===== src/hdl/tsr_pkg.sv =====
// Constants and types shared by the temperature result and configuration logic
package tsr_pkg;

  // ----------------------------------------------------------------
  // Register offsets and reset values
  // ----------------------------------------------------------------
  localparam logic [7:0] REG_TEMP_OFS = 8'h00;
  localparam logic [7:0] REG_CFG_OFS = 8'h01;
  localparam logic [15:0] TEMP_RST_VAL = 16'h8000;
  localparam logic [15:0] CFG_RST_VAL = 16'h0220;
  localparam logic [15:0] CFG_WR_MASK = 16'h0FFC;
  localparam logic [15:0] RDATA_RST_VAL = 16'h0000;

  // One result step in millidegrees Celsius
  localparam real TEMP_LSB_MILLIDEG = 7.8125;

  // ----------------------------------------------------------------
  // Timing
  // ----------------------------------------------------------------
  localparam int CLK_MHZ = 200;
  localparam int STBY_UNIT_US = 125000;
  localparam int STBY_UNIT_CYC = STBY_UNIT_US * CLK_MHZ;
  localparam int CNT_W = 32;

  // ----------------------------------------------------------------
  // Mode codes and averaging shifts
  // ----------------------------------------------------------------
  localparam logic [1:0] MODE_FREE_RUNNING = 2'h0;
  localparam logic [1:0] MODE_POWERDOWN = 2'h1;
  localparam logic [1:0] MODE_ALIAS = 2'h2;
  localparam logic [1:0] MODE_SINGLE_SHOT = 2'h3;
  localparam int SHIFT_W = 3;
  localparam logic [2:0] AVG_SHIFT_1 = 3'h0;
  localparam logic [2:0] AVG_SHIFT_8 = 3'h3;
  localparam logic [2:0] AVG_SHIFT_32 = 3'h5;
  localparam logic [2:0] AVG_SHIFT_64 = 3'h6;
  localparam logic [6:0] SMP_CNT_ONE = 7'h01;

  // ----------------------------------------------------------------
  // Configuration register layout, bit 15 first
  // ----------------------------------------------------------------
  typedef struct packed {
    logic high_flag;
    logic low_flag;
    logic ready_flag;
    logic nv_busy;
    logic [1:0] conversion_mode_sel;
    logic [2:0] cycle_period_sel;
    logic [1:0] averaging_sel;
    logic comparator_style_sel;
    logic out_pin_sense;
    logic pin_source_sel;
    logic [1:0] unused;
  } tsr_cfg_type;

  typedef enum logic [1:0] {
    ST_LOAD = 2'h0,
    ST_IDLE = 2'h1,
    ST_CONV = 2'h3,
    ST_STBY = 2'h2
  } tsr_state_type;

endpackage


===== src/hdl/tsr_avg.sv =====
// Block averager: sums a set of samples, then divides by shifting
`timescale 1ns/1ps
module tsr_avg import tsr_pkg::*; #(
  parameter int DATA_W = 16,
  parameter int ACC_W = 22
) (
  // Clock and reset
  input wire logic sys_clk,
  input wire logic rst_b,
  // Sample stream
  input wire logic smp_valid,
  input wire logic smp_last,
  input wire logic [DATA_W-1:0] smp_data,
  input wire logic [SHIFT_W-1:0] shift,
  // Averaged result
  output logic avg_valid_ff,
  output logic [DATA_W-1:0] avg_data_ff
);

  logic signed [ACC_W-1:0] acc_ff;
  logic signed [ACC_W-1:0] sum;
  logic signed [ACC_W-1:0] quot;

  // Sign extension keeps negative temperatures correct in the sum
  assign sum = acc_ff + ACC_W'($signed(smp_data));
  assign quot = sum >>> shift;

  // ----------------------------------------------------------------
  // Accumulate
  // ----------------------------------------------------------------
  // RQ11 block average
  always_ff @(posedge sys_clk) begin
    if (!rst_b) begin
      acc_ff <= '0;
    end else if (smp_valid) begin
      acc_ff <= smp_last ? '0 : sum;
    end
  end

  always_ff @(posedge sys_clk) begin
    if (!rst_b) begin
      avg_valid_ff <= 1'b0;
      avg_data_ff <= '0;
    end else begin
      avg_valid_ff <= smp_valid && smp_last;
      if (smp_valid && smp_last) begin
        avg_data_ff <= quot[DATA_W-1:0];
      end
    end
  end

endmodule // tsr_avg


===== src/hdl/tsr_regs.sv =====
// Temperature result and configuration registers with conversion sequencing
//
// Summary of operation
// RQ1 - Result register is 16-bit read-only, holds latest completed conversion.
// RQ2 - Result is two's complement, one step is 7.8125 millidegrees.
// RQ3 - After reset the result reads 8000h until the first conversion.
// RQ4 - Alert style: bit 15 sets above high limit, clears on config read.
// RQ5 - Therm style: bit 15 sets above limit, clears below hysteresis only.
// RQ6 - Alert style: bit 14 sets below low limit, clears on read; therm reads 0.
// RQ7 - Bit 13 sets on result update, clears on result or config read.
// RQ8 - Bit 12 reads 1 while storage loads or programs.
// RQ9 - Mode 00 continuous, 01 shutdown, 11 single shot; 10 acts as 00.
// RQ10 - Bits 9:7 choose standby between continuous conversions, reset 100.
// RQ11 - Bits 6:5 choose block average sample count, reset 01.
// RQ12 - Bit 3 set makes event pin active high, clear active low.
// RQ13 - Bit 2 set routes ready flag to pin, clear routes limit flags.
// RQ14 - Mode high bit never restored from storage.
// RQ15 - Config reset value comes from storage, factory image 0220.
// RQ16 - Storage cells supply reset values; the host may reprogram them.
// RQ17 - Config bits 1:0 ignore writes and read zero.
`timescale 1ns/1ps
module tsr_regs import tsr_pkg::*; #(
  parameter int STBY_UNIT = STBY_UNIT_CYC
) (
  // Clock and reset
  input wire logic sys_clk,
  input wire logic rst_b,
  // Register access port
  input wire logic [7:0] reg_addr,
  input wire logic reg_rd,
  input wire logic reg_wr,
  input wire logic [15:0] reg_wdata,
  output logic [15:0] reg_rdata_ff,
  // Limits and stored configuration image
  input wire logic [15:0] high_limit,
  input wire logic [15:0] low_limit,
  input wire logic [15:0] nv_cfg_image,
  input wire logic nv_busy,
  // Converter front end
  output logic adc_start_ff,
  input wire logic adc_done,
  input wire logic [15:0] adc_sample,
  // Event pin
  output logic event_pin_ff
);

  // ----------------------------------------------------------------
  // Declarations
  // ----------------------------------------------------------------
  tsr_state_type state_ff;
  tsr_state_type nxt_state;
  tsr_cfg_type cfg_ff;
  tsr_cfg_type cfg_view;
  tsr_cfg_type wr_view;
  tsr_cfg_type nv_view;
  logic [15:0] temp_ff;
  logic hi_ff;
  logic lo_ff;
  logic dr_ff;
  logic [CNT_W-1:0] stby_cnt_ff;
  logic [CNT_W-1:0] stby_len;
  logic [6:0] smp_cnt_ff;
  logic [SHIFT_W-1:0] shift_ff;
  logic [SHIFT_W-1:0] nxt_shift;
  logic rd_temp;
  logic rd_cfg;
  logic wr_cfg;
  logic style;
  logic [1:0] mode;
  logic run_req;
  logic conv_start;
  logic smp_valid;
  logic smp_last;
  logic upd;
  logic [15:0] avg_data;
  logic avg_gt_hi;
  logic avg_lt_lo;
  logic pin_active;
  logic pin_level;

  // ----------------------------------------------------------------
  // Decode
  // ----------------------------------------------------------------
  assign rd_temp = reg_rd && (reg_addr == REG_TEMP_OFS);
  assign rd_cfg = reg_rd && (reg_addr == REG_CFG_OFS);
  assign wr_cfg = reg_wr && (reg_addr == REG_CFG_OFS);
  assign wr_view = tsr_cfg_type'(reg_wdata & CFG_WR_MASK);
  assign nv_view = tsr_cfg_type'(nv_cfg_image & CFG_WR_MASK);
  assign style = cfg_ff.comparator_style_sel;
  assign mode = cfg_ff.conversion_mode_sel;
  assign run_req = (mode == MODE_FREE_RUNNING) || (mode == MODE_SINGLE_SHOT);
  assign smp_valid = (state_ff == ST_CONV) && adc_done;
  assign smp_last = (smp_cnt_ff == (SMP_CNT_ONE << shift_ff) - SMP_CNT_ONE);
  // RQ2 signed compare
  assign avg_gt_hi = $signed(avg_data) > $signed(high_limit);
  assign avg_lt_lo = $signed(avg_data) < $signed(low_limit);

  // ----------------------------------------------------------------
  // Configuration register
  // ----------------------------------------------------------------
  // The stored image is taken once storage reports ready after release
  always_ff @(posedge sys_clk) begin
    if (!rst_b) begin
      cfg_ff <= tsr_cfg_type'(CFG_RST_VAL);
    end else if (state_ff == ST_LOAD) begin
      if (!nv_busy) begin
        // RQ15 RQ16 load stored image
        cfg_ff <= nv_view;
        // RQ14 mode high bit
        cfg_ff.conversion_mode_sel[1] <= 1'b0;
      end
    end else if (wr_cfg) begin
      // RQ17 unused bits masked
      cfg_ff <= wr_view;
      // RQ9 alias code folds
      if (wr_view.conversion_mode_sel == MODE_ALIAS) begin
        cfg_ff.conversion_mode_sel <= MODE_FREE_RUNNING;
      end
    end else if (upd && (mode == MODE_SINGLE_SHOT)) begin
      cfg_ff.conversion_mode_sel <= MODE_POWERDOWN;
    end
  end

  always_comb begin
    cfg_view = cfg_ff;
    cfg_view.high_flag = hi_ff;
    // RQ6 therm reads zero
    cfg_view.low_flag = lo_ff && !style;
    cfg_view.ready_flag = dr_ff;
    // RQ8 busy while loading
    cfg_view.nv_busy = nv_busy || (state_ff == ST_LOAD);
    cfg_view.unused = 2'h0;
  end

  // ----------------------------------------------------------------
  // Result register
  // ----------------------------------------------------------------
  // RQ1 RQ3 result update
  always_ff @(posedge sys_clk) begin
    if (!rst_b) begin
      temp_ff <= TEMP_RST_VAL;
    end else if (upd) begin
      temp_ff <= avg_data;
    end
  end

  // ----------------------------------------------------------------
  // Status flags
  // ----------------------------------------------------------------
  // A new result wins over a read that clears in the same cycle
  // RQ4 RQ5 high flag
  always_ff @(posedge sys_clk) begin
    if (!rst_b) begin
      hi_ff <= 1'b0;
    end else if (upd && avg_gt_hi) begin
      hi_ff <= 1'b1;
    end else if (style ? (upd && avg_lt_lo) : rd_cfg) begin
      hi_ff <= 1'b0;
    end
  end

  // RQ6 low flag
  always_ff @(posedge sys_clk) begin
    if (!rst_b) begin
      lo_ff <= 1'b0;
    end else if (style) begin
      lo_ff <= 1'b0;
    end else if (upd && avg_lt_lo) begin
      lo_ff <= 1'b1;
    end else if (rd_cfg) begin
      lo_ff <= 1'b0;
    end
  end

  // RQ7 ready flag
  always_ff @(posedge sys_clk) begin
    if (!rst_b) begin
      dr_ff <= 1'b0;
    end else if (upd) begin
      dr_ff <= 1'b1;
    end else if (rd_cfg || rd_temp) begin
      dr_ff <= 1'b0;
    end
  end

  // ----------------------------------------------------------------
  // Read data
  // ----------------------------------------------------------------
  always_ff @(posedge sys_clk) begin
    if (!rst_b) begin
      reg_rdata_ff <= RDATA_RST_VAL;
    end else if (reg_rd) begin
      case (reg_addr)
        REG_TEMP_OFS: begin
          reg_rdata_ff <= temp_ff;
        end
        REG_CFG_OFS: begin
          reg_rdata_ff <= cfg_view;
        end
        default: begin
          reg_rdata_ff <= RDATA_RST_VAL;
        end
      endcase
    end
  end

  // ----------------------------------------------------------------
  // Conversion sequencer
  // ----------------------------------------------------------------
  always_comb begin
    nxt_state = state_ff;
    case (state_ff)
      ST_LOAD: begin
        if (!nv_busy) begin
          nxt_state = ST_IDLE;
        end
      end
      ST_IDLE: begin
        if (run_req) begin
          nxt_state = ST_CONV;
        end
      end
      ST_CONV: begin
        if (upd) begin
          nxt_state = (mode == MODE_FREE_RUNNING) ? ST_STBY : ST_IDLE;
        end
      end
      ST_STBY: begin
        if (mode == MODE_SINGLE_SHOT) begin
          nxt_state = ST_CONV;
        end else if (mode == MODE_POWERDOWN) begin
          nxt_state = ST_IDLE;
        end else if (stby_cnt_ff == '0) begin
          nxt_state = ST_CONV;
        end
      end
      default: begin
        nxt_state = ST_LOAD;
      end
    endcase
  end

  assign conv_start = (state_ff != ST_CONV) && (nxt_state == ST_CONV);

  always_ff @(posedge sys_clk) begin
    if (!rst_b) begin
      state_ff <= ST_LOAD;
    end else begin
      state_ff <= nxt_state;
    end
  end

  // RQ10 standby length
  always_comb begin
    if (cfg_ff.cycle_period_sel == 3'h0) begin
      stby_len = '0;
    end else begin
      stby_len = CNT_W'(STBY_UNIT) << (cfg_ff.cycle_period_sel - 3'h1);
    end
  end

  always_ff @(posedge sys_clk) begin
    if (!rst_b) begin
      stby_cnt_ff <= '0;
    end else if (upd) begin
      stby_cnt_ff <= stby_len;
    end else if ((state_ff == ST_STBY) && (stby_cnt_ff != '0)) begin
      stby_cnt_ff <= stby_cnt_ff - CNT_W'(1);
    end
  end

  // RQ11 sample count
  always_comb begin
    case (cfg_ff.averaging_sel)
      2'h0: nxt_shift = AVG_SHIFT_1;
      2'h1: nxt_shift = AVG_SHIFT_8;
      2'h2: nxt_shift = AVG_SHIFT_32;
      default: nxt_shift = AVG_SHIFT_64;
    endcase
  end

  // Count is latched per block so a mid-block write cannot skew the divide
  always_ff @(posedge sys_clk) begin
    if (!rst_b) begin
      shift_ff <= AVG_SHIFT_1;
      smp_cnt_ff <= '0;
    end else if (conv_start) begin
      shift_ff <= nxt_shift;
      smp_cnt_ff <= '0;
    end else if (smp_valid) begin
      smp_cnt_ff <= smp_last ? 7'h00 : smp_cnt_ff + SMP_CNT_ONE;
    end
  end

  always_ff @(posedge sys_clk) begin
    if (!rst_b) begin
      adc_start_ff <= 1'b0;
    end else begin
      adc_start_ff <= conv_start || (smp_valid && !smp_last);
    end
  end

  tsr_avg #(
    .DATA_W(16),
    .ACC_W(22)
  ) u_avg (
    .sys_clk(sys_clk),
    .rst_b(rst_b),
    .smp_valid(smp_valid),
    .smp_last(smp_last),
    .smp_data(adc_sample),
    .shift(shift_ff),
    .avg_valid_ff(upd),
    .avg_data_ff(avg_data)
  );

  // ----------------------------------------------------------------
  // Event pin
  // ----------------------------------------------------------------
  // RQ13 pin source
  assign pin_active = cfg_ff.pin_source_sel ? dr_ff : (hi_ff || (lo_ff && !style));
  // RQ12 pin polarity
  assign pin_level = cfg_ff.out_pin_sense ? pin_active : !pin_active;

  always_ff @(posedge sys_clk) begin
    if (!rst_b) begin
      event_pin_ff <= 1'b1;
    end else begin
      event_pin_ff <= pin_level;
    end
  end

  // ----------------------------------------------------------------
  // Assertions
  // ----------------------------------------------------------------
  property p_temp_hold;
    @(posedge sys_clk) disable iff (!rst_b) !upd |=> $stable(temp_ff);
  endproperty
  a_temp_hold: assert property (p_temp_hold) else $error("result changed without update"); // RQ1

  property p_temp_reset;
    @(posedge sys_clk) disable iff (!rst_b) $past(!rst_b) |-> (temp_ff == TEMP_RST_VAL) ##1 (temp_ff == TEMP_RST_VAL);
  endproperty
  a_temp_reset: assert property (p_temp_reset) else $error("result not at reset value"); // RQ3

  property p_high_alert;
    @(posedge sys_clk) disable iff (!rst_b) (upd && !style && avg_gt_hi) |=> hi_ff ##1 (hi_ff || $past(rd_cfg));
  endproperty
  a_high_alert: assert property (p_high_alert) else $error("high flag not held"); // RQ4

  property p_therm_keep;
    @(posedge sys_clk) disable iff (!rst_b) (style && hi_ff && !upd && !wr_cfg) |=> hi_ff;
  endproperty
  a_therm_keep: assert property (p_therm_keep) else $error("therm flag cleared without result"); // RQ5

  property p_low_therm;
    @(posedge sys_clk) disable iff (!rst_b) (rd_cfg && style) |=> !reg_rdata_ff[14];
  endproperty
  a_low_therm: assert property (p_low_therm) else $error("low flag visible in therm style"); // RQ6

  property p_ready;
    @(posedge sys_clk) disable iff (!rst_b) upd |=> dr_ff ##1 ((dr_ff != $past(rd_cfg || rd_temp)) || $past(upd));
  endproperty
  a_ready: assert property (p_ready) else $error("ready flag wrong after update"); // RQ7

  property p_mode_alias;
    @(posedge sys_clk) disable iff (!rst_b) rd_cfg |=> (reg_rdata_ff[11:10] != MODE_ALIAS) && (reg_rdata_ff[1:0] == 2'h0);
  endproperty
  a_mode_alias: assert property (p_mode_alias) else $error("alias mode or unused bits read back"); // RQ9

  property p_load_mode;
    @(posedge sys_clk) disable iff (!rst_b) (state_ff == ST_LOAD && !nv_busy) |=> !mode[1] ##1 (state_ff != ST_LOAD);
  endproperty
  a_load_mode: assert property (p_load_mode) else $error("mode high bit restored"); // RQ14

  property p_pin;
    @(posedge sys_clk) disable iff (!rst_b) (cfg_ff.pin_source_sel && dr_ff) |=> (event_pin_ff == $past(cfg_ff.out_pin_sense));
  endproperty
  a_pin: assert property (p_pin) else $error("event pin level wrong"); // RQ12 RQ13

endmodule // tsr_regs


===== config.mk =====
export PLATFORM = sky130hd
export DESIGN_NAME = tsr_regs
export DESIGN_NICKNAME = d
export VERILOG_FILES = /design/src/hdl/tsr_pkg.sv /design/src/hdl/tsr_avg.sv /design/src/hdl/tsr_regs.sv
export SDC_FILE = /design/constraint.sdc
export NUM_CORES = 1
export LEC_CHECK = 0
export BUFFER_PORTS_ARGS = -buffer_cell sky130_fd_sc_hd__buf_2
export CORE_MARGIN = 10
export CORE_UTILIZATION = 60
export DETAILED_ROUTE_END_ITERATION = 8
export PLACE_DENSITY = 0.91
export SKIP_CTS_REPAIR_TIMING = 1
export SYNTH_ARGS = -nofsm -noshare
export SYNTH_HDL_FRONTEND = slang
export SYNTH_SLANG_ARGS = --single-unit

===== constraint.sdc =====
create_clock -name sys_clk -period 7.3 [get_ports sys_clk]
set_input_delay 1.46 -clock sys_clk [delete_from_list [all_inputs] [get_ports sys_clk]]
set_output_delay 1.46 -clock sys_clk [all_outputs]
set_load 0.01 [all_outputs]

# --- After elaboration in Yosys (flattened, before gate mapping) ---
# Cells that the tools add are included.
word_totals:
  regBits: 130
  latch_bits: 0
  ramBits: 0
  rom_bits: 0
  inputBits: 94
  output_inout_bits: 18
  elab_cells: 111
  n_memories: 0
op_classes:
  addsub: 5
  mul: 0
  n_div: 0
  n_lt_le_gt_ge: 2
  n_eq_ne: 13
  n_shift: 3
  muxes: 30
  bitwise_logic: 1
  n_reduce_logical: 37
ops:
  columns: ["operator", "count"]
  rows:
  - ["$mux 32", 3]
  - ["$logic_not 32->1", 1]
  - ["$pmux 16 s2", 1]
  - ["$reduce_bool 32->1", 1]
  - ["$shl 25x3->32 const A", 1]
  - ["$sub 32x1->32 const B", 1]
  - ["$mux 12", 2]
  - ["$add 22x16->22", 1]
  - ["$mux 22", 1]
  - ["$sshr 22x3->16", 1]
  - ["$mux 2", 10]
  - ["$gt 16x16->1", 1]
  - ["$lt 16x16->1", 1]
  - ["$eq 2x2->1 const B", 6]
  - ["$logic_and 1x1->1", 12]
  - ["$mux 10", 1]
  - ["$reduce_bool 2->1", 5]
  - ["$mux 1", 9]
  - ["$pmux 3 s3", 1]
  - ["$eq 8x1->1 const B", 1]
  - ["$logic_not 8->1", 1]
  - ["$pmux 2 s4", 1]
  - ["$add 7x1->7 const B", 1]
  - ["$eq 7x7->1", 1]
  - ["other kinds (14)", 27]

# --- Depth between registers and ports, before layout ---
# Gate-level depths: netlist (run 1).
logic_depth:
  depth_word: 8
  mapped_depth: 15
  depth_no_buf: 12

# --- By module ---
# A second synthesis (run 1) with hierarchy kept.
hier_totals:
  hier_cells: 1168
  hier_area_um2: 9200.1
by_module_without_submodules:
  columns: ["module", "instances", "cells_each", "area_each_um2", "seq_area_each_um2"]
  rows:
  - ["tsr_regs", 1, 751, 5845.6, 1821.7]
  - ["tsr_avg", 1, 417, 3354.5, 780.7]

# --- Worst setup path before layout (run 1) ---
# Ideal clock, no wire load.
synth_path:
  path_type: "input to register"
  startpoint: "input port adc_sample[0]"
  endpoint: "register u_avg.avg_data_ff[14]"
  setup_time_ns: 0.127
  arrival_time_ns: 3.787
  required_ns: 7.173
  setup_slack_ns: 3.385
  stages: 10
  path_buffers: 0
  cell_sequence: "ha_1 fa_1 a21o_1 a221o_1 a211oi_2 o21bai_1 xor2_1 mux2_2 a221oi_1 a31oi_1"
synth_via:
  elab_chain_cells: 2
synth_rtl:
  columns: ["element", "line", "rtl"]
  rows:
  - ["start, declared", "tsr_regs.sv:42", "input wire logic [15:0] adc_sample,"]
  - ["$add 22x16->22", "tsr_avg.sv:25", "assign sum = acc_ff + ACC_W'($signed(smp_data));"]
  - ["$sshr 22x3->16", "tsr_avg.sv:26", "assign quot = sum >>> shift;"]
  - ["end signal, assigned", "tsr_avg.sv:47", "avg_data_ff <= quot[DATA_W-1:0];"]
  - ["end, declared", "tsr_avg.sv:17", "output logic [DATA_W-1:0] avg_data_ff"]
# No other way between the ends.
# A chain may end at the register's enable or synchronous reset.

# --- Worst setup path after layout (run 1) ---
layout_path:
  startpoint: "register shift_ff[2]"
  endpoint: "register u_avg.avg_data_ff[12]"
layout_via:
  elab_chain_cells: 4
  word_cells_on_any_way: 5
  classes_between: "1 x add/sub; 1 x eq/ne; 2 x shift; 1 x reduce/logical"
layout_rtl:
  columns: ["element", "line", "rtl"]
  rows:
  - ["start, declared", "tsr_regs.sv:63", "logic [SHIFT_W-1:0] shift_ff;"]
  - ["start signal, assigned", "tsr_regs.sv:288", "shift_ff <= nxt_shift;"]
  - ["$shl 1x3->7", "tsr_regs.sv:93", "assign smp_last = (smp_cnt_ff == (SMP_CNT_ONE << shift_ff) - SMP_CNT_ONE);"]
  - ["$sub 7x1->7", "tsr_regs.sv:93", null]
  - ["$eq 7x7->1", "tsr_regs.sv:93", null]
  - ["$logic_and 1x1->1", "tsr_avg.sv:46", "if (smp_valid && smp_last) begin"]
# Parallel ways exist; a longest one is shown, timed or not.

==> reports/results.txt, run 1 <==
The synthesized area divided by synthesized cell count is 7.86 sq um. Startpoint of the most critical register-to-register path: shift_ff[2]. The flow ran to the end, and the final reports show no timing, DRC or antenna violations.

For the full die area, the log shows 20500 sq um. The tools report the initial detailed-routing violation count as 896. At the pin with the least slew margin, the transition time is 1.09 ns. The number of antenna diodes was 0; the boundary pin count was 112.

CTS built an H-tree with a depth of 4. The cell with the most instances on the worst path was sky130_fd_sc_hd__a221o_1. After detailed routing, the number of remaining DRC violations is 0. In the synthesized netlist the dominant register cell turns out to be sky130_fd_sc_hd__dfxtp_1.

The tools report the final global-route overflow total as 0. The top-area cell type share of the netlist area is 0.286. Counting every sink on the clock net gives 130.

The library cell used most frequently in the layout, excluding fill and tap cells, is sky130_fd_sc_hd__dfxtp_1. Final critical delay including setup and external delays: 4.27 ns. The run gives 7 as the first-pass iteration count of the detailed router. Of all nets on the critical path, the largest fanout is 26. The endpoint arrival time on the critical path came out at 4.63 ns. The final clock skew was 0.00938 ns; the async set-or-reset flop fraction in the synthesized netlist was 0. The final-layout worst hold slack is 0.462 ns. The routability congestion estimate from global placement is 0.957, and the total via count after detailed routing is 8926. The run gives 0 as the count of final max-slew check failures. Portion of the clock cycle consumed by the worst path in the final layout: 0.585. For this design the static power due to leakage is 4.41 nW.

During placement, the flow inserted port buffers numbering 98. The share of final-layout standard cells stronger than drive strength 1 is 0.144. Setup violations remaining at the end of the flow were counted as 0.

Average detailed-routed wire length per instance: 17.7 microns. The pin count of the biggest net entering global routing came out at 100. Setup repair after global routing left no endpoint under its margin. The number of clock buffers added by TritonCTS is 17.

Clock root buffer: sky130_fd_sc_hd__clkbuf_16. The longest clock path from root to sink contains 2 buffers. Of all cell types, the one taking the most synthesized area is sky130_fd_sc_hd__dfxtp_1. The logs give 0.239 for the aggregate global-route resource usage and 25.0 mm for the aggregate routed wire length. The tools report the number of global-route vias before repair as 8533. STA classifies the critical path startpoint as a register. The final setup TNS is 0 ns, and the total area of multi-input combinational cells is 6020 sq um.

Yosys printed 0 warnings. The critical path starts at shift_ff[2]. Row generation in the floorplan step produced 44 rows.

The run gives 0.620 as the starting density of the core. The clock reaches the later pin of the worst-skew pair after 0.43 ns. Height of the die: 143 microns.

The first global-routing pass estimated 40.6 mm of wire. The number of flops mapped to enable cells by yosys came out at 0. Yosys attributes the largest share of cell area to sky130_fd_sc_hd__dfxtp_1, sky130_fd_sc_hd__ha_1, sky130_fd_sc_hd__nand2_1.

Dividing the detail-routed via count by the number of cells gives 6.32. The slowest stage cell on the critical path was sky130_fd_sc_hd__nor2_1. The worst voltage drop across the vdd grid is 222 uV.

TritonCTS built the clock tree. Critical path start-end classification: register to register. The clock-pin slew on the worst setup and hold paths was 0.06 ns; the area used by sequential logic in the layout was 2600 sq um. The tools report the count of filler cells inserted in the layout as 1100.

The number of failing hold endpoints at the final stage is 0. The worst hold path belongs to the class register to register. The critical path capture point type is a register. The relative slew slack is 0.268, and the net count after synthesis is 1322. Netlist area before placement: 9110 sq um.

The start point of the worst min-delay path is stby_cnt_ff[14]. The part of the Yosys area used for sequential elements is 0.286, and the number of antenna violations at the first check in global routing is 0. The number of nets in the finished design is 1380. In the layout the commonest cells are sky130_fd_sc_hd__dfxtp_1, sky130_fd_sc_hd__nand2_1, sky130_fd_sc_hd__buf_2. Traced cell by cell, the critical path runs through buf_4 -> inv_1 -> nand2_1 -> ha_1 -> nand2b_1 -> maj3_1 -> a221o_1 -> a211o_1 -> nor2_1 -> nand3_1 -> a221o_1 -> o21ai_1. The highest attainable clock frequency is 234 MHz, and the reported max-cap violation count is 0. The count of nets left with antenna violations once routing finished came out at 0.

The run gives 7.66 ns as the critical path data required time. The synthesis-to-finish area growth was 12.2%; the number of flip-flops and latches in the synthesized netlist was 130. The peak per-stage delay on the critical path came out at 0.92 ns. For this design the ratio of total power to cell area is 367 nW/um^2.

The die is 143 microns wide. Counting every instance in the synthesized netlist gives 1160. Number of distinct library cells after synthesis: 83. The wire-length estimate of the detail-placed layout is 17.8 mm.

For the core area, the log shows 14700 sq um.
[worst paths after layout]
path | to | slack [ns] | cells after the start
max reg2reg | u_avg.avg_data_ff[12] | 3.03 | 12
min reg2reg | stby_cnt_ff[14] | 0.46 | 2
min | stby_cnt_ff[14] | 0.46 | 2
max | u_avg.avg_data_ff[12] | 3.03 | 12
[state kept, by name (all words and copies together) (netlist names)]
signal,count
u_avg.acc_ff,22
event_pin_ff,1
state_ff,2
shift_ff,3
smp_cnt_ff,7
u_avg.avg_data_ff,16
style,1
hi_ff,1
reg_rdata_ff,16
stby_cnt_ff,32
temp_ff,16
cfg_ff,7
lo_ff,1
adc_start_ff,1
mode,2
dr_ff,1
u_avg.avg_valid_ff,1
[logic make-up after synthesis]
kind of cell    after synthesis  share of synthesized area
mux                          52                     0.0664
simple gates                434                      0.233
flops                       130                      0.286
compound gates              309                      0.229
xor+xnor                     39                     0.0375
buf+inv                     127                     0.0534
fa+ha+maj                    69                     0.0953
[report_power, final]
group	switching (mW)	total, mW	internal [mW]
logic	1.21	1.93	0.722
clock network	0.335	0.868	0.532
registers	0.132	0.959	0.827
[critical path: cells and delay by family (launching register included)]
family / cells / cell delay [ns]
and+or+nand+nor: 4 / 1.38
AOI/OAI and AO/OA: 4 / 1.24
adders and majority gates: 2 / 0.70
buffers and inverters: 2 / 0.53
DFF: 1 / 0.31
[cell type report]
class | count | share of cell area
well taps | 184 | 0.0225
clock buffers | 17 | 0.0416
repair buffers | 108 | 0.0553
flip-flops and latches | 130 | 0.254
multi-input cells | 903 | 0.589
clock inverters | 13 | 0.0160
inverters | 58 | 0.0213
[cells in the mapped netlist (20+ instances only)]
library cell and instances:
sky130_fd_sc_hd__mux2i_1 29, sky130_fd_sc_hd__nor2_1 84, sky130_fd_sc_hd__nor2b_1 38, sky130_fd_sc_hd__nand2b_1 26
sky130_fd_sc_hd__o21ai_0 47, sky130_fd_sc_hd__o21ai_1 26, sky130_fd_sc_hd__ha_1 67, sky130_fd_sc_hd__xnor2_1 21
sky130_fd_sc_hd__a21oi_1 70, sky130_fd_sc_hd__nand3_1 67, sky130_fd_sc_hd__a21boi_0 26, sky130_fd_sc_hd__nand2_1 125
sky130_fd_sc_hd__inv_1 54, sky130_fd_sc_hd__nand4_1 20, sky130_fd_sc_hd__dfxtp_1 130, sky130_fd_sc_hd__clkbuf_1 57
[through the flow]
| stage | util | total power [mW] | setup slack, ns | std cells | area (sq um) |
|---|---|---|---|---|---|
| finish | 0.696 | 3.76 | 3.03 | 1413 | 10200 |
| global placement | 0.656 | 2.79 | 3.00 | 1383 | 9640 |
| global route | 0.696 | 4.00 | 2.70 | 1413 | 10200 |
| detailed placement | 0.656 | 2.83 | 2.95 | 1383 | 9640 |
| CTS | 0.696 | 3.71 | 3.12 | 1413 | 10200 |
| floorplan | - | 2.41 | 3.39 | 1160 | 9110 |
[metal layers]
metal,global-route usage,vias up,wire [microns]
met4,0.0989,0,805
met3,0.0544,78,1760
met2,0.399,438,12000
li1,-,4306,-
met1,0.290,4104,10400
met5,0,-,0
Power figures use the tool's default switching activity.
==> run 2: changes to the inputs <==
- clock period: 7.3 -> 4.4 ns (I/O delays scaled with it)
==> run 2 against run 1 <==
Compared with the run above:
- final cell count increased by 0.35%
- clock skew is essentially flat
- total power grew 70%
- via count increased by 3.1%
- design area increased by 0.57%
- sequential power grew 68%
- critical path depth decreased by 1
==> reports/results.txt, run 2 (synthesized netlist as in run 1, its figures left out) <==
The flow ran to the end, and the final reports show no timing, DRC or antenna violations. In this run the critical register-to-register path is captured at u_avg.avg_data_ff[12]. The start point of the worst min-delay path was stby_cnt_ff[14]. After floorplanning, the core was divided into 44 placement rows. Routability congestion estimate from global placement: 0.966. Dividing the detail-routed via count by the number of cells gives 6.49. The run gives 4.45 nW as the cell leakage power.

At the later pin of the worst-skew pair, clock insertion delay measures 0.43 ns. TritonCTS built the clock tree. The relative slew slack was 0.299. The final layout contains routed wiring with a total length of 26.2 mm. In the layout the commonest cells are sky130_fd_sc_hd__dfxtp_1, sky130_fd_sc_hd__nand2_1, sky130_fd_sc_hd__buf_2.

The critical path capture point type is a register. Clock-pin slew was measured on the worst setup and hold paths at 0.06 ns. Across the VDD grid, the largest voltage drop is 437 uV. The tools report the endpoint of the worst hold-timing path as stby_cnt_ff[14]. The die is 143 microns tall. Startpoint of the most critical register-to-register path: shift_ff[1]. The portion of the clock cycle consumed by the worst path in the final layout is 0.850. The total via count after detailed routing is 9202, and the number of cells on the worst reg-to-reg path is 11.

The reported max-cap violation count is 0, and the flip-flop count of the largest register after layout is 32. The first global-routing pass estimated 43.0 mm of wire. The highest attainable clock frequency was 267 MHz.

The slew at the pin closest to its max-slew limit was 1.05 ns. Clock tree synthesis inserted a total of 17 buffers. For the count of final max-slew check failures, the log shows 0. The worst register-to-register path has a setup slack of 0.66 ns.

Highest net fanout along the worst path: 15. The first detailed-routing pass took 7 iterations. The worst setup slack before clock tree synthesis is 0.672 ns. For this run, the slowest stage of the critical path takes 0.65 ns. The clock passes through at most 2 buffers. The initial detailed-routing violation count came out at 1117. Most common cell after layout, fill and taps aside: sky130_fd_sc_hd__dfxtp_1. Setup repair after global routing left no endpoint under its margin.

The count of endpoints failing setup in the final report is 0, and the average detailed-routed wire length per instance is 18.5 microns. The antenna violation net count after detailed routing was 0. The logs give 112 for the boundary pin count and 130 for the TritonCTS sink count.

The full die area came out at 20500 sq um. Register ranked first by flip-flop count: stby_cnt_ff. For the final routed database, the setup TNS stands at 0 ns. The logs give 1382 for the number of nets in the finished design and 0 for the remaining design rule violation count.

The cell count of the worst hold path came out at 2. The critical path start-end classification is register to register. The number of global-route vias before repair was 8821; the share of final-layout standard cells stronger than drive strength 1 was 0.147. The run gives 4.71 ns as the critical path data required time.

Walking the worst path, the cells encountered are nor2_1 -> nand2_1 -> ha_1 -> nand2b_1 -> maj3_1 -> a221o_1 -> a211o_1 -> or2_1 -> and3_1 -> a31oi_1 -> o21ai_1. After legalization and detailed placement, the total HPWL measured 18.2 mm. The worst path in the final design needs a cycle of 3.74 ns, including I/O delays and setup. The worst min-delay path category was register to register. The starting density of the core is 0.620, and the final global-route overflow total is 0. Clock tree synthesis selected as its root buffer the cell sky130_fd_sc_hd__clkbuf_16. The core area is 14700 sq um. Hold timing on the final database bottoms out at a slack of 0.461 ns. The level count of the clock H-tree is 4. For the worst setup path, the data arrival time is 4.05 ns. Power spread over the standard cell area amounts to 621 nW/um^2. The slowest stage cell on the critical path is sky130_fd_sc_hd__dfxtp_1. The count of buffers added on input and output ports is 98. Startpoint type of the worst setup path: a register. The largest registers in the layout are stby_cnt_ff: 32 flops, u_avg.acc_ff: 22 flops.

The finished layout holds 1418 standard cells, fillers aside. The number of placed instances, taps included, is 1385. Clock skew on the completed layout was measured at 0.00900 ns. After layout, the worst setup slack is 0.659 ns.

The horizontal die dimension came out at 143 microns. The aggregate global-route resource usage came out at 0.252. The number of antenna violations at the first check in global routing is 0, and the pin count of the biggest net entering global routing is 68. For the number of failing hold endpoints at the final stage, the log shows 0.

The synthesis-to-finish area growth works out to 12.9%. The count of filler cells inserted in the layout is 1048.
## run 2: cell types whose count changed in the layout (fill, tap and decap cells not counted), sizes merged
| cell | delta |
|---|---|
| buf | +2 |
| clkinvlp | -2 |
| inv | +2 |
| clkbuf | +1 |
| clkinv | +1 |
| diode | +1 |
## run 2: power by group
group / switching (mW) / internal (mW) / leakage, nW / total [mW]
logic: 2.07 / 1.20 / 3.10 / 3.27
clock network: 0.587 / 0.913 / 0.294 / 1.50
registers: 0.242 / 1.37 / 1.05 / 1.61
total: 2.90 / 3.49 / 4.45 / 6.39
## run 2: how the worst max path moves through the flow
stage | from | to | slack, ns
floorplan | adc_sample[0] | u_avg.avg_data_ff[14] | 1.07
global placement | adc_sample[0] | u_avg.avg_data_ff[7] | 0.73
detailed placement | adc_sample[6] | u_avg.avg_data_ff[15] | 0.67
CTS | shift_ff[1] | u_avg.avg_data_ff[12] | 0.72
global route | shift_ff[1] | u_avg.avg_data_ff[12] | 0.40
finish | shift_ff[1] | u_avg.avg_data_ff[12] | 0.66
## run 2: per-stage QoR
step	instance area, sq um	power, mW	utilization
floorplan	9110	4.00	-
global placement	9670	4.65	0.658
detailed placement	9670	4.74	0.658
CTS	10300	6.28	0.700
global route	10300	6.78	0.700
finish	10300	6.39	0.700
## run 2: final cells by class
type                            instances  area (sq um)  share of cell area
Clock inverter                         14           179              0.0174
Inverter                               58           218              0.0212
Clock buffer                           18           439              0.0427
Tap cell                              184           230              0.0224
Sequential cell                       130          2600               0.253
Multi-Input combinational cell        903          6020               0.586
Timing Repair Buffer                  110           593              0.0576
Antenna cell                            1          2.50            0.000243
## run 2: critical path, delay by kind of cell, from the launching register on
kind	cells	cell delay, ns
simple gates	5	1.26
fa+ha+maj	2	0.70
compound gates	4	0.99
flops	1	0.65
## run 2: layer usage
| layer | global-route usage | up-vias | part of all wire | routed length [microns] |
|---|---|---|---|---|
| met5 | 0 | - | 0 | 0 |
| met2 | 0.423 | 512 | 0.49 | 12900 |
| li1 | - | 4314 | - | - |
| met4 | 0.105 | 0 | 0.026 | 682 |
| met3 | 0.0521 | 79 | 0.081 | 2120 |
| met1 | 0.306 | 4297 | 0.40 | 10500 |
==> run 3: changes to the inputs <==
- CAP_MARGIN: default -> 0
- CORE_UTILIZATION: 60 -> 35
- PLACE_DENSITY: 0.91 -> 0.62
==> run 3 against run 2 <==
Compared with the run above:
- count of clock-buffer cells in the layout grew 4
- worst hold slack improved by 0.0089 ns
- via count down 6.7%
- utilization down 29 points
- final cell count is 11% higher
- routed wire length down 2.2%
- largest cell class unchanged
- largest power group unchanged
- highest routed layer unchanged
==> reports/results.txt, run 3 (synthesized netlist as in run 1, its figures left out) <==
After clock tree synthesis, the clock-pin slew on the worst setup and hold paths is 0.07 ns. The logs give 25.6 mm for the aggregate routed wire length and 4.71 ns for the critical path data required time. Measured along the x axis, the die boundary spans 181 microns. The run gives 4 as the level count of the clock H-tree. In the layout the commonest cells are sky130_fd_sc_hd__dfxtp_1, sky130_fd_sc_hd__nand2_1, sky130_fd_sc_hd__buf_2. STA classifies the critical path endpoint as a register. The number of antenna violations at the first check in global routing was 0; the average detailed-routed wire length per instance was 16.3 microns.

Counting flops per register, the top entry is stby_cnt_ff. The detailed router placed 8589 vias in this run. Once detailed placement completed, the half-perimeter wirelength came to 19.0 mm.

The switching portion of total power works out to 0.441. The routing usage on met1 is 0.197. In this run, the number of DRC markers left after iteration 0 of detailed routing was 820. Once detail routing completed, the nets flagged for antenna violations numbered 0. The flip-flop count of the largest register after layout was 32. The sequential fraction of design power was 0.256; the relative slew slack was 0.355. For the floorplan row count, the log shows 59. Highest net fanout along the worst path: 15.

The run gives 0.254 as the global-route track usage on met2. The logs give 0.234 for the part of the power in the clock network and 130 for the TritonCTS sink count. Across the run, the number of max-cap violations was 0. Relative to the synthesized area, the layout overhead comes to 15.2%. Setup repair after global routing left no endpoint under its margin.

The library cell used most frequently in the layout, excluding fill and tap cells, is sky130_fd_sc_hd__dfxtp_1. Clock tree synthesis selected as its root buffer the cell sky130_fd_sc_hd__clkbuf_16. In this run, CTS created clock tree buffers numbering 17. The design draws 6.32 mW. The first global-routing pass estimated 42.1 mm of wire.

The cell count of the worst hold path is 2. On the final layout, the worst clock skew is 0.0182 ns. First-pass iteration count of the detailed router: 6. The worst min-delay path category is register to register.

The largest registers in the layout are stby_cnt_ff: 32 flops, u_avg.acc_ff: 22 flops. The run finished with clean final reports. In this run the count of I/O pins placed on the die edge is 112. The core area is 25800 sq um, and the number of nets in the finished design is 1386. The later pin in the worst-skew pair is clocked with a latency of 0.44 ns. The clock period could shrink to 3.61 ns. Dividing total power by cell area gives a power density of 602 nW/um^2.

For the internal power of the cells, the log shows 3.53 mW. The logs give 0.151 for the aggregate global-route resource usage and 0.662 ns for the worst setup slack before clock tree synthesis. The endpoint arrival time on the critical path came out at 3.92 ns.

The logs give 0 for the count of final max-slew check failures and 0 ns for the final setup TNS. Entering global routing, the biggest net connects 64 pins. The via density per instance works out to 5.47.

For this run, design rule violations remaining after detail routing come to 0. The met3 layer usage reported by global route came out at 0.0288. The number of failing hold endpoints at the final stage is 0. The starting density of the core was 0.353; the number of antenna diodes was 0. Setup slack closes at 0.793 ns. The number of global-route vias before repair is 8188. The routability congestion estimate from global placement is 0.875, and the count of buffers from port buffering is 98. The final global-route overflow total came out at 0. Share of final-layout standard cells stronger than drive strength 1: 0.148.

For the pin with the worst max-slew slack, the measured transition is 0.953 ns. Portion of the clock cycle consumed by the worst path in the final layout: 0.820. Proportion of power drawn by combinational gates: 0.510. The floorplan step defined a die boundary enclosing 32900 sq um. STA classifies the critical path startpoint as a register. The critical path in this run is classified as register to register.

No sink is reached through more buffers than the 2 on the longest clock path. IR analysis of the VDD net gives a maximum drop of 513 uV. The tools report the count of endpoints failing setup in the final report as 0.

In this run the most used layer during global routing was met2. Measured in cells, the most critical reg-to-reg path has a length of 12. The run gives 4.47 nW as the cell leakage power. For the switching power summed over all nets, the log shows 2.79 mW. Based on the critical path, the design can be clocked at up to 277 MHz. In this run the vertical extent of the chip is 181 microns. TritonCTS built the clock tree.
==> run 3: cell count changes in the layout (fill, tap and decap cells not counted), sizes merged <==
cell and delta:
inv -3, diode -1, clkinvlp -2, clkbuf +4, buf +4
==> run 3: final timing paths <==
kind / startpoint / endpoint / slack [ns]
worst max-delay path: shift_ff[0] / u_avg.avg_data_ff[12] / 0.79
worst min-delay path: u_avg.acc_ff[10] / u_avg.acc_ff[10] / 0.47
worst max register to register: shift_ff[0] / u_avg.avg_data_ff[12] / 0.79
worst min register to register: u_avg.acc_ff[10] / u_avg.acc_ff[10] / 0.47
==> run 3: area by class of cell <==
type	count	area (sq um)
Clock buffer	22	474
Sequential cell	130	2600
Tap cell	335	419
Inverter	58	218
Clock inverter	9	130
Multi-Input combinational cell	903	6020
Timing Repair Buffer	114	626
Fill cell	2642	15300
==> run 3: power by group through the flow <==
stage	clock network (mW)	logic, mW	registers [mW]
finish	1.48	3.22	1.62
global route	1.56	3.60	1.64
CTS	1.50	3.18	1.60
detailed placement	0	3.15	1.63
global placement	0	3.14	1.62
floorplan	0	2.46	1.54
==> run 3: through the flow <==
| step | std cells | hold WS [ns] | area, sq um | utilization |
|---|---|---|---|---|
| floorplan | 1160 | 0.435 | 9110 | - |
| global placement | 1540 | 0.450 | 9890 | 0.383 |
| detailed placement | 1540 | 0.460 | 9890 | 0.383 |
| CTS | 1571 | 0.472 | 10500 | 0.406 |
| global route | 1571 | 0.494 | 10500 | 0.406 |
| finish | 1571 | 0.470 | 10500 | 0.406 |
==> run 3: critical path: stages, from the launching register on <==
cell	delay (ns)
sky130_fd_sc_hd__dfxtp_1	0.44
sky130_fd_sc_hd__inv_2	0.06
sky130_fd_sc_hd__nor2_1	0.38
sky130_fd_sc_hd__nand2_1	0.14
sky130_fd_sc_hd__ha_1	0.32
sky130_fd_sc_hd__or3b_1	0.40
sky130_fd_sc_hd__o22ai_1	0.17
sky130_fd_sc_hd__a22oi_1	0.08
sky130_fd_sc_hd__a211o_1	0.54
sky130_fd_sc_hd__or2_1	0.47
sky130_fd_sc_hd__and3_1	0.25
sky130_fd_sc_hd__a31oi_1	0.15
sky130_fd_sc_hd__o21ai_1	0.09
==> run 3: metal layers <==
metal / wire (microns) / part of all wire
met2: 12200 / 0.47
met1: 12000 / 0.47
met5: 0 / 0
met3: 1270 / 0.050
met4: 229 / 0.0089
